==> config.mk <==
export PLATFORM = sky130hd
export DESIGN_NAME = css_sequencer
export DESIGN_NICKNAME = d
export VERILOG_FILES = /design/src/hw/css_pkg.sv /design/src/hw/css_sequencer.sv
export VERILOG_INCLUDE_DIRS = /design/src /design/src/hw
export SDC_FILE = /design/constraint.sdc
export NUM_CORES = 1
export LEC_CHECK = 0
export ABC_AREA = 1
export ABC_CLOCK_PERIOD_IN_PS = 2400
export BUFFER_PORTS_ARGS = -buffer_cell sky130_fd_sc_hd__buf_2
export CAP_MARGIN = 25
export CORE_MARGIN = 2
export CORE_UTILIZATION = 55
export DETAILED_ROUTE_END_ITERATION = 8
export MAX_ROUTING_LAYER = met4
export PLACE_DENSITY = 0.71
export SLEW_MARGIN = 30
export SYNTH_ARGS = -nofsm -noshare
export SYNTH_HDL_FRONTEND = slang
export SYNTH_SLANG_ARGS = --single-unit
==> constraint.sdc <==
create_clock -name ref_clk -period 2.4 [get_ports ref_clk]
set_input_delay 0.24 -clock ref_clk [delete_from_list [all_inputs] [get_ports ref_clk]]
set_output_delay 0.24 -clock ref_clk [all_outputs]
set_load 0.01 [all_outputs]
==> src/hw/css_cfg.svh <==
// constants for the clock source start-up sequencer
// assumes inclusion by the design file only; the package does not include it
`ifndef CSS_CFG_SVH
`define CSS_CFG_SVH
`define CSS_SEL_EXT 4'h0
`define CSS_SEL_RSVD 4'h1
`define CSS_SEL_CALRC 4'h2
`define CSS_SEL_RC128 4'h3
`define CSS_DEF_SEL 4'h2
`define CSS_DEF_SUT 2'h2
`define CSS_DEF_DIV8 1'b0
`define CSS_TOUT_0 14'd0
`define CSS_TOUT_4MS 14'd512
`define CSS_TOUT_65MS 14'd8192
`define CSS_SU_EXT 16'd6
`define CSS_SU_258 16'd258
`define CSS_SU_1K 16'd1024
`define CSS_SU_16K 16'd16384
`define CSS_SU_32K 16'd32768
`define CSS_SU_EXTRA 16'd14
`define CSS_DIV 4'd8
`endif

==> src/hw/css_pkg.sv <==
// types for the clock source start-up sequencer
// assumes no include file; css_cfg.svh is not used here
package css_pkg;
	typedef enum logic [2:0] {
		CSS_SRC_LP_XTAL,
		CSS_SRC_FS_XTAL,
		CSS_SRC_LF_XTAL,
		CSS_SRC_RC128,
		CSS_SRC_CAL_RC,
		CSS_SRC_EXT,
		CSS_SRC_BAD
	} css_src_t;
	typedef enum logic [2:0] {
		CSS_ST_IDLE,
		CSS_ST_TOUT,
		CSS_ST_OSC,
		CSS_ST_RUN,
		CSS_ST_STUCK
	} css_state_t;
endpackage

==> src/hw/css_sequencer.sv <==
// clock source select decode and reset start-up sequencer
// assumes fuses are stable, wdt_tick and osc_tick are one-cycle pulses
// synchronous to ref_clk, one per watchdog / oscillator cycle
`timescale 1ns/1ns
`include "css_cfg.svh"
module css_sequencer (
	input wire logic ref_clk,
	input wire logic rst,
	input wire logic [3:0] clock_source_select_fuses,
	input wire logic [1:0] startup_time_fuses,
	input wire logic divide_by_eight_fuse,
	input wire logic use_default_fuses,
	input wire logic wake_request,
	input wire logic wdt_tick,
	input wire logic osc_tick,
	output logic internal_reset,
	output logic sys_clk_tick,
	output css_pkg::css_src_t clock_source,
	output logic [1:0] crystal_range,
	output logic config_invalid
);
	import css_pkg::*;

	logic [3:0] sel;
	logic [1:0] sut;
	logic div8_on;
	css_src_t src;
	logic [13:0] tout_len;
	logic [15:0] su_len;
	logic bad;
	logic startup_select_low_bit;
	logic [2:0] crystal_range_select_bits;

	// factory default overrides the fuse inputs
	always_comb begin
		sel = use_default_fuses ? `CSS_DEF_SEL : clock_source_select_fuses;
		sut = use_default_fuses ? `CSS_DEF_SUT : startup_time_fuses;
		div8_on = (use_default_fuses ? `CSS_DEF_DIV8
			: divide_by_eight_fuse) == 1'b0;
		startup_select_low_bit = sel[0];
		crystal_range_select_bits = sel[3:1];
	end

	// source decode and start-up table
	always_comb begin
		src = CSS_SRC_BAD;
		tout_len = `CSS_TOUT_0;
		su_len = `CSS_SU_EXT;
		bad = 1'b0;
		if (sel[3]) begin
			src = CSS_SRC_LP_XTAL;
		end else if (sel[3:1] == 3'h3) begin
			src = CSS_SRC_FS_XTAL;
		end else if (sel[3:1] == 3'h2) begin
			src = CSS_SRC_LF_XTAL;
		end else if (sel == `CSS_SEL_RC128) begin
			src = CSS_SRC_RC128;
		end else if (sel == `CSS_SEL_CALRC) begin
			src = CSS_SRC_CAL_RC;
		end else if (sel == `CSS_SEL_EXT) begin
			src = CSS_SRC_EXT;
		end else begin
			bad = 1'b1;
		end
		case (src)
		CSS_SRC_LP_XTAL, CSS_SRC_FS_XTAL: begin
			// LP and FS crystals share one table; LF has its own
			case ({startup_select_low_bit, sut})
			3'b000: begin
				su_len = `CSS_SU_258;
				tout_len = `CSS_TOUT_4MS;
			end
			3'b001: begin
				su_len = `CSS_SU_258;
				tout_len = `CSS_TOUT_65MS;
			end
			3'b010: begin
				su_len = `CSS_SU_1K;
				tout_len = `CSS_TOUT_0;
			end
			3'b011: begin
				su_len = `CSS_SU_1K;
				tout_len = `CSS_TOUT_4MS;
			end
			3'b100: begin
				su_len = `CSS_SU_1K;
				tout_len = `CSS_TOUT_65MS;
			end
			3'b101: begin
				su_len = `CSS_SU_16K;
				tout_len = `CSS_TOUT_0;
			end
			3'b110: begin
				su_len = `CSS_SU_16K;
				tout_len = `CSS_TOUT_4MS;
			end
			default: begin
				su_len = `CSS_SU_16K;
				tout_len = `CSS_TOUT_65MS;
			end
			endcase
		end
		CSS_SRC_LF_XTAL: begin
			su_len = startup_select_low_bit ? `CSS_SU_32K : `CSS_SU_1K;
			case (sut)
			2'h0: tout_len = `CSS_TOUT_0;
			2'h1: tout_len = `CSS_TOUT_4MS;
			2'h2: tout_len = `CSS_TOUT_65MS;
			default: bad = 1'b1;
			endcase
		end
		CSS_SRC_BAD: bad = 1'b1;
		default: begin
			// rc and external: 6 clocks, time-out from sut
			su_len = `CSS_SU_EXT;
			case (sut)
			2'h0: tout_len = `CSS_TOUT_0;
			2'h1: tout_len = `CSS_TOUT_4MS;
			2'h2: tout_len = `CSS_TOUT_65MS;
			default: bad = 1'b1;
			endcase
		end
		endcase
	end

	css_state_t state, next_state;
	logic [13:0] tout_cnt, next_tout_cnt;
	logic [15:0] osc_cnt, next_osc_cnt;
	logic [15:0] osc_goal, next_osc_goal;
	logic [2:0] div_cnt, next_div_cnt;
	logic next_internal_reset;
	logic next_sys_clk_tick;
	logic next_config_invalid;
	css_src_t next_clock_source;
	logic [1:0] next_crystal_range;

	always_comb begin
		next_state = state;
		next_tout_cnt = tout_cnt;
		next_osc_cnt = osc_cnt;
		next_osc_goal = osc_goal;
		next_div_cnt = div_cnt;
		next_internal_reset = 1'b1;
		next_sys_clk_tick = 1'b0;
		next_config_invalid = bad;
		next_clock_source = src;
		// range 100..111 maps to 0..3
		next_crystal_range = (src == CSS_SRC_LP_XTAL)
			? crystal_range_select_bits[1:0] : 2'h0;
		case (state)
		CSS_ST_IDLE: begin
			next_tout_cnt = 14'd0;
			next_osc_cnt = 16'd0;
			// reset path adds 14 clocks on crystals, as tabled
			next_osc_goal = su_len + ((src == CSS_SRC_LP_XTAL
				|| src == CSS_SRC_FS_XTAL || src == CSS_SRC_LF_XTAL)
				? `CSS_SU_EXTRA : 16'd0);
			if (bad)
				next_state = CSS_ST_STUCK;
			else if (tout_len == `CSS_TOUT_0)
				next_state = CSS_ST_OSC;
			else
				next_state = CSS_ST_TOUT;
		end
		CSS_ST_TOUT: begin
			if (wdt_tick) begin
				next_tout_cnt = tout_cnt + 14'd1;
				if (tout_cnt + 14'd1 == tout_len)
					next_state = CSS_ST_OSC;
			end
		end
		CSS_ST_OSC: begin
			if (osc_tick) begin
				next_osc_cnt = osc_cnt + 16'd1;
				if (osc_cnt + 16'd1 == osc_goal) begin
					next_state = CSS_ST_RUN;
					next_internal_reset = 1'b0;
					next_div_cnt = 3'd0;
				end
			end
		end
		CSS_ST_RUN: begin
			next_internal_reset = 1'b0;
			if (wake_request) begin
				// wake skips the watchdog time-out
				next_state = CSS_ST_OSC;
				next_osc_cnt = 16'd0;
				next_osc_goal = su_len;
				next_internal_reset = 1'b1;
			end else if (osc_tick) begin
				if (!div8_on) begin
					next_sys_clk_tick = 1'b1;
				end else begin
					next_div_cnt = div_cnt + 3'd1;
					next_sys_clk_tick = div_cnt == 3'(`CSS_DIV - 4'd1);
				end
			end
		end
		default: next_state = CSS_ST_STUCK;
		endcase
	end

	always_ff @(posedge ref_clk) begin
		if (rst) begin
			state <= CSS_ST_IDLE;
			tout_cnt <= 14'd0;
			osc_cnt <= 16'd0;
			osc_goal <= 16'd0;
			div_cnt <= 3'd0;
			internal_reset <= 1'b1;
			sys_clk_tick <= 1'b0;
			config_invalid <= 1'b0;
			clock_source <= CSS_SRC_CAL_RC;
			crystal_range <= 2'h0;
		end else begin
			state <= next_state;
			tout_cnt <= next_tout_cnt;
			osc_cnt <= next_osc_cnt;
			osc_goal <= next_osc_goal;
			div_cnt <= next_div_cnt;
			internal_reset <= next_internal_reset;
			sys_clk_tick <= next_sys_clk_tick;
			config_invalid <= next_config_invalid;
			clock_source <= next_clock_source;
			crystal_range <= next_crystal_range;
		end
	end
endmodule // css_sequencer
======== After elaboration in Yosys (flattened, before gate mapping) ========
Index checks and enable logic that the tools add are counted.
cells by class
  add/subtract/negate cells ............... 4
  multiply operators ...................... 0
  divide/modulo/power cells ............... 0
  magnitude comparators ................... 0
  equal/unequal tests ..................... 29
  shift operators ......................... 0
  multiplexer cells ....................... 50
  bitwise logic cells ..................... 3
  reduce and logical (&&, ||, !) cells .... 25
operators by type and width
  operator                                                         number
  14-bit one-hot mux with 2 select lines                           4
  16-bit 2-to-1 mux                                                4
  16-bit one-hot mux with 2 select lines                           2
  16-bit one-hot mux with 3 select lines                           1
  3-bit 2-to-1 mux                                                 15
  15-bit one-hot mux with 2 select lines                           1
  3-bit by 2-bit == test with 1-bit output, second input constant  7
  16-bit by 1-bit adder with 16-bit output, second input constant  1
  16-bit by 4-bit adder with 16-bit output                         1
  16-bit == test                                                   1
  2-bit inequality test, second input constant                     8
  3-bit == test, second input constant                             5
  14-bit by 1-bit adder with 14-bit output, second input constant  1
  14-bit == test                                                   1
  14-bit zero test                                                 1
  14-bit 2-to-1 mux                                                1
  1-bit 2-to-1 mux                                                 12
  3-bit one-hot mux with 4 select lines                            1
  3-bit by 1-bit == test with 1-bit output, second input constant  3
  3-bit zero test                                                  3
  3-bit OR reduction                                               3
  4-bit by 2-bit == test with 1-bit output, second input constant  2
  2-bit 2-to-1 mux                                                 4
  4-bit 2-to-1 mux                                                 2
  17 further kinds                                                 27
storage, ports and cells
  bits in registers ....................... 60
  latch bits .............................. 0
  RAM bits ................................ 0
  bits in read-only memories .............. 0
  input bits .............................. 13
  output and inout bits ................... 8
  logic and storage cells ................. 121
  memories kept ........................... 0

======== Depth between registers and ports, before layout ========
  depth after elaboration ................. 15
  mapped depth ............................ 15
  depth with buffers taken out ............ 15

======== Worst setup path before layout ========
Ideal clock, no wire load.
  kind .................................... reg-to-reg
  start point ............................. register osc_cnt[0]
  end point ............................... register div_cnt[1]
  setup time .............................. 113 ps
  data arrival time ....................... 1,695 ps
  required time ........................... 2,287 ps
  slack ................................... 592 ps
  stages on the path, launching flop included .. 15
  buffers on the path ..................... 0
  period minus slack after synthesis ...... 1,808 ps
  cell sequence ........................... dfxtp_1 ha_1 nand2_2 nor2_4 nand3_1 nand2_1 nand2_1 nand2_1 nand2_1 nor2_1 nand4_1 nand2_2 nand2_2 nor2_1 nor2_1
between the ends
  word-level cells in the longest chain between the ends .. 4
ends and longest elaborated chain
  element                                   line                  RTL
  start: declaration                        css_sequencer.sv:128  logic [15:0] osc_cnt, next_osc_cnt;
  start signal: assignment                  css_sequencer.sv:218  osc_cnt <= next_osc_cnt;
  16-bit by 1-bit adder with 16-bit output  css_sequencer.sv:175  if (osc_cnt + 16'd1 == osc_goal) begin
  16-bit == test                            css_sequencer.sv:175
  2-bit inequality test (no source line)    n/a
  6-bit AND reduction (no source line)      n/a
  end signal: assignment                    css_sequencer.sv:220  div_cnt <= next_div_cnt;
  end: declaration                          css_sequencer.sv:130  logic [2:0] div_cnt, next_div_cnt;
No other way between the ends.
A chain may end at the register's enable or synchronous reset.

======== Worst setup path after layout ========
  start point ............................. register tout_cnt[0]
  end point ............................... register state[1]
between the ends
  word-level cells in the longest chain between the ends .. 4
ends and longest elaborated chain
  element                                   line                  RTL
  start: declaration                        css_sequencer.sv:127  logic [13:0] tout_cnt, next_tout_cnt;
  start signal: assignment                  css_sequencer.sv:217  tout_cnt <= next_tout_cnt;
  14-bit by 1-bit adder with 14-bit output  css_sequencer.sv:168  if (tout_cnt + 14'd1 == tout_len)
  14-bit == test                            css_sequencer.sv:168
  2-bit inequality test (no source line)    n/a
  5-bit AND reduction (no source line)      n/a
  end signal: assignment                    css_sequencer.sv:216  state <= next_state;
  end: declaration                          css_sequencer.sv:126  css_state_t state, next_state;
No other way between the ends.

==> impl_metrics.yaml <==
cells_and_area:
  final_nets: 580
  area_growth_pct: 9.63
  drive_above_1_share_pct: 8.33
  finish.utilization_pct: 63.5
  diodes: 0
  postLayoutCellArea_um2: 3560
  nFillCells: 585
drt:
  drc: 0
  routedWlPerCell_um: 12.6
  drt_iter0_drc: 239
  via_count: 3395
  routed_wl_um: 8030
  firstDrtPassIters: 5
  drtAntennaViolNets: 0
  avgViaCountPerCell: 5.34
cts:
  cts-buffers-inserted: 5
  cts_sinks: 52
  cts_max_path_buffers: 2
  cts_tree: "yes"
  cts-root-buf: "clkbuf_8"
  cts_setup_buffers: 0
  htreeDepth: 2
  cts_resized: 0
  clock_latency_ns: 0.30
  hold_buffers: 0
  clk_pin_slew_ns: 0.09
placed_design:
  portBuffers: 20
  gp_congestion: 0.919
  post-place-ws_ns: 0.311
  post_dp_cell_area_um2: 3440
  hpwl_um: 6090
global_route:
  grt_pass1_wl_um: 13300
  grt_pass1_vias: 3036
  antenna_found_initial: 0
  grt_max_degree: 37
  grt_usage_pct: 26.3
  grt_overflow: 0
die:
  core_um2: 5610
  dieArea_um2: 6540
  die_width_um: 80.9
  start_util_pct: 57.9
  ios: 21
  rows: 27
  die_h_um: 80.9
yosys:
  synthTopCellsByCount: "nand2_1, inv_1, nor2_1"
  ys.flop_type: "dfxtp_1"
  synth_top_cell_area_share_pct: 32.0
  synth.avg_cell_area_um2: 6.01
  async_reset_ff_share_pct: 0
  synth_cell_types: 32
  synth_area_leaders: "dfxtp_1, nand2_1, nand3_1, inv_1, nor2_1"
  syn_inst: 541
  synth_top_area_cell: "dfxtp_1"
  synthMostInstantiatedCell: "nand2_1"
  synth_edf_count: 0
  synth-warning-count: 0
  ys_ff_latch: 52
  yosysSeqAreaShare_pct: 32.0
  synth_nets: 558
  syn_area_um2: 3250
worst_setup_path:
  cpPeakStageDelay_ns: 0.39
  crit_arrival_ns: 2.35
  r2r_start: "tout_cnt[0]"
  crit_type: "flip-flop to flip-flop"
  crit_required_ns: 2.65
  slowest_stage: "dfxtp_1"
  cp-start-kind: "flip-flop"
  critPathLaunch: "tout_cnt[0]"
  cp_cell_sequence: "ha_1, nand2_1, nor2_1, nand2_1, nor2_1, nand2_1, nand2_1, nand2_1, nor2_1, nand2_1, nor2_1, nand3_1, nand2_1, nand2_1, a21oi_2"
  end_kind: "flip-flop"
  crit_fanout: 4
  cpMostUsedCell: "nand2_1"
timing:
  setup_ws_ns: 0.293
  period_needed_ns: 2.11
  finalSetupViolCount: 0
  max_freq_mhz: 475
  worst_slew_pin_slew_ns: 0.531
  period_share_pct: 87.8
  skew_ns: 0.00608
  drv_slew: 0
  slew_headroom_pct: 64.6
  timing_hold_violations_final: 0
  finalSetupTns_ns: 0
  rsz0062_at_grt: "no"
flow_run:
  maxCapViolations: 0
power_and_ir_drop:
  total_power_w: 0.00247
  vdd.ir_drop.worst_mv: 0.574
  power_density_nw_per_um2: 694
  leakagePower_nw: 1.56
min_path:
  hold_path_class: "input pin to flip-flop"
  hp-start: "clock_source_select_fuses[2]"
outcome:
  status: "finished clean"
==> layout make-up <==
class,count,area [µm²],area share [%]
Sequential cell,52,1040,29.2
Clock inverter,1,30.0,0.843
Inverter,80,300,8.43
Tap cell,72,90.1,2.53
Timing Repair Buffer,25,138,3.86
Clock buffer,7,96.3,2.70
Multi-Input combinational cell,399,1870,52.4
==> per-layer routing <==
metal | part of all wire (%) | wire [µm] | vias to the layer above | track usage [%]
li1 | - | - | 1779 | -
met1 | 45 | 3620 | 1535 | 31.9
met2 | 50 | 4040 | 69 | 45.3
met3 | 3.0 | 240 | 12 | 3.78
met4 | 1.5 | 118 | 0 | 7.80
met5 | 0 | 0 | - | -
==> sequential cells by signal, summed over array words and instances (netlist names) <==
register,count
div_cnt,3
config_invalid,1
internal_reset,1
state,3
tout_cnt,14
clock_source,3
sys_clk_tick,1
osc_goal,8
osc_cnt,16
crystal_range,2
==> cell families (layout without fill, tap and decap cells) <==
group / count (synthesis) / after routing / share of synthesized area (%)
buffers and inverters: 90 / 113 / 10.5
flip-flops: 52 / 52 / 32.0
AND/OR/NAND/NOR: 318 / 318 / 42.0
XOR/XNOR: 4 / 4 / 1.08
adder cells (fa/ha/maj): 4 / 4 / 1.54
AO/OA/AOI/OAI: 73 / 73 / 12.8
==> power breakdown <==
part           switching [W]  internal [W]
Sequential         0.0000704      0.000950
Combinational       0.000562      0.000235
Clock               0.000288      0.000368
Total               0.000920       0.00155
==> worst max-delay path: cells and delay by family (launching register included) <==
family	cells	cell delay, ns
AO/OA/AOI/OAI	1	0.10
adder cells (fa/ha/maj)	1	0.23
flip-flops	1	0.39
AND/OR/NAND/NOR	13	1.32
==> path summary, 6_finish.rpt <==
path                      endpoint  slack, ns  cells past startpoint
setup reg to reg          state[1]       0.29                     15
hold reg to reg        osc_cnt[15]       0.48                      2
hold / removal    crystal_range[1]       0.19                      3
setup / recovery          state[1]       0.29                     15
==> per-stage QoR <==
stage,cells,hold slack (ns)
floorplan,541,0.375
global placement,628,0.463
detailed placement,628,0.466
CTS,636,0.184
global route,636,0.234
finish,636,0.189
==> placed cells by master, fill, tap and decap left out, types with 4 or more instances in the layout <==
cell type / count
nand2_1: 162
inv_1: 78
nor2_1: 61
nand3_1: 60
dfxtp_1: 52
a21oi_1: 42
buf_2: 20
nand4_1: 14
o21ai_0: 11
nor3_1: 9
clkbuf_8: 7
nand2_2: 5
o21bai_1: 5
buf_4: 5
xor2_1: 4
ha_1: 4
(Power assumes the default switching activity.)
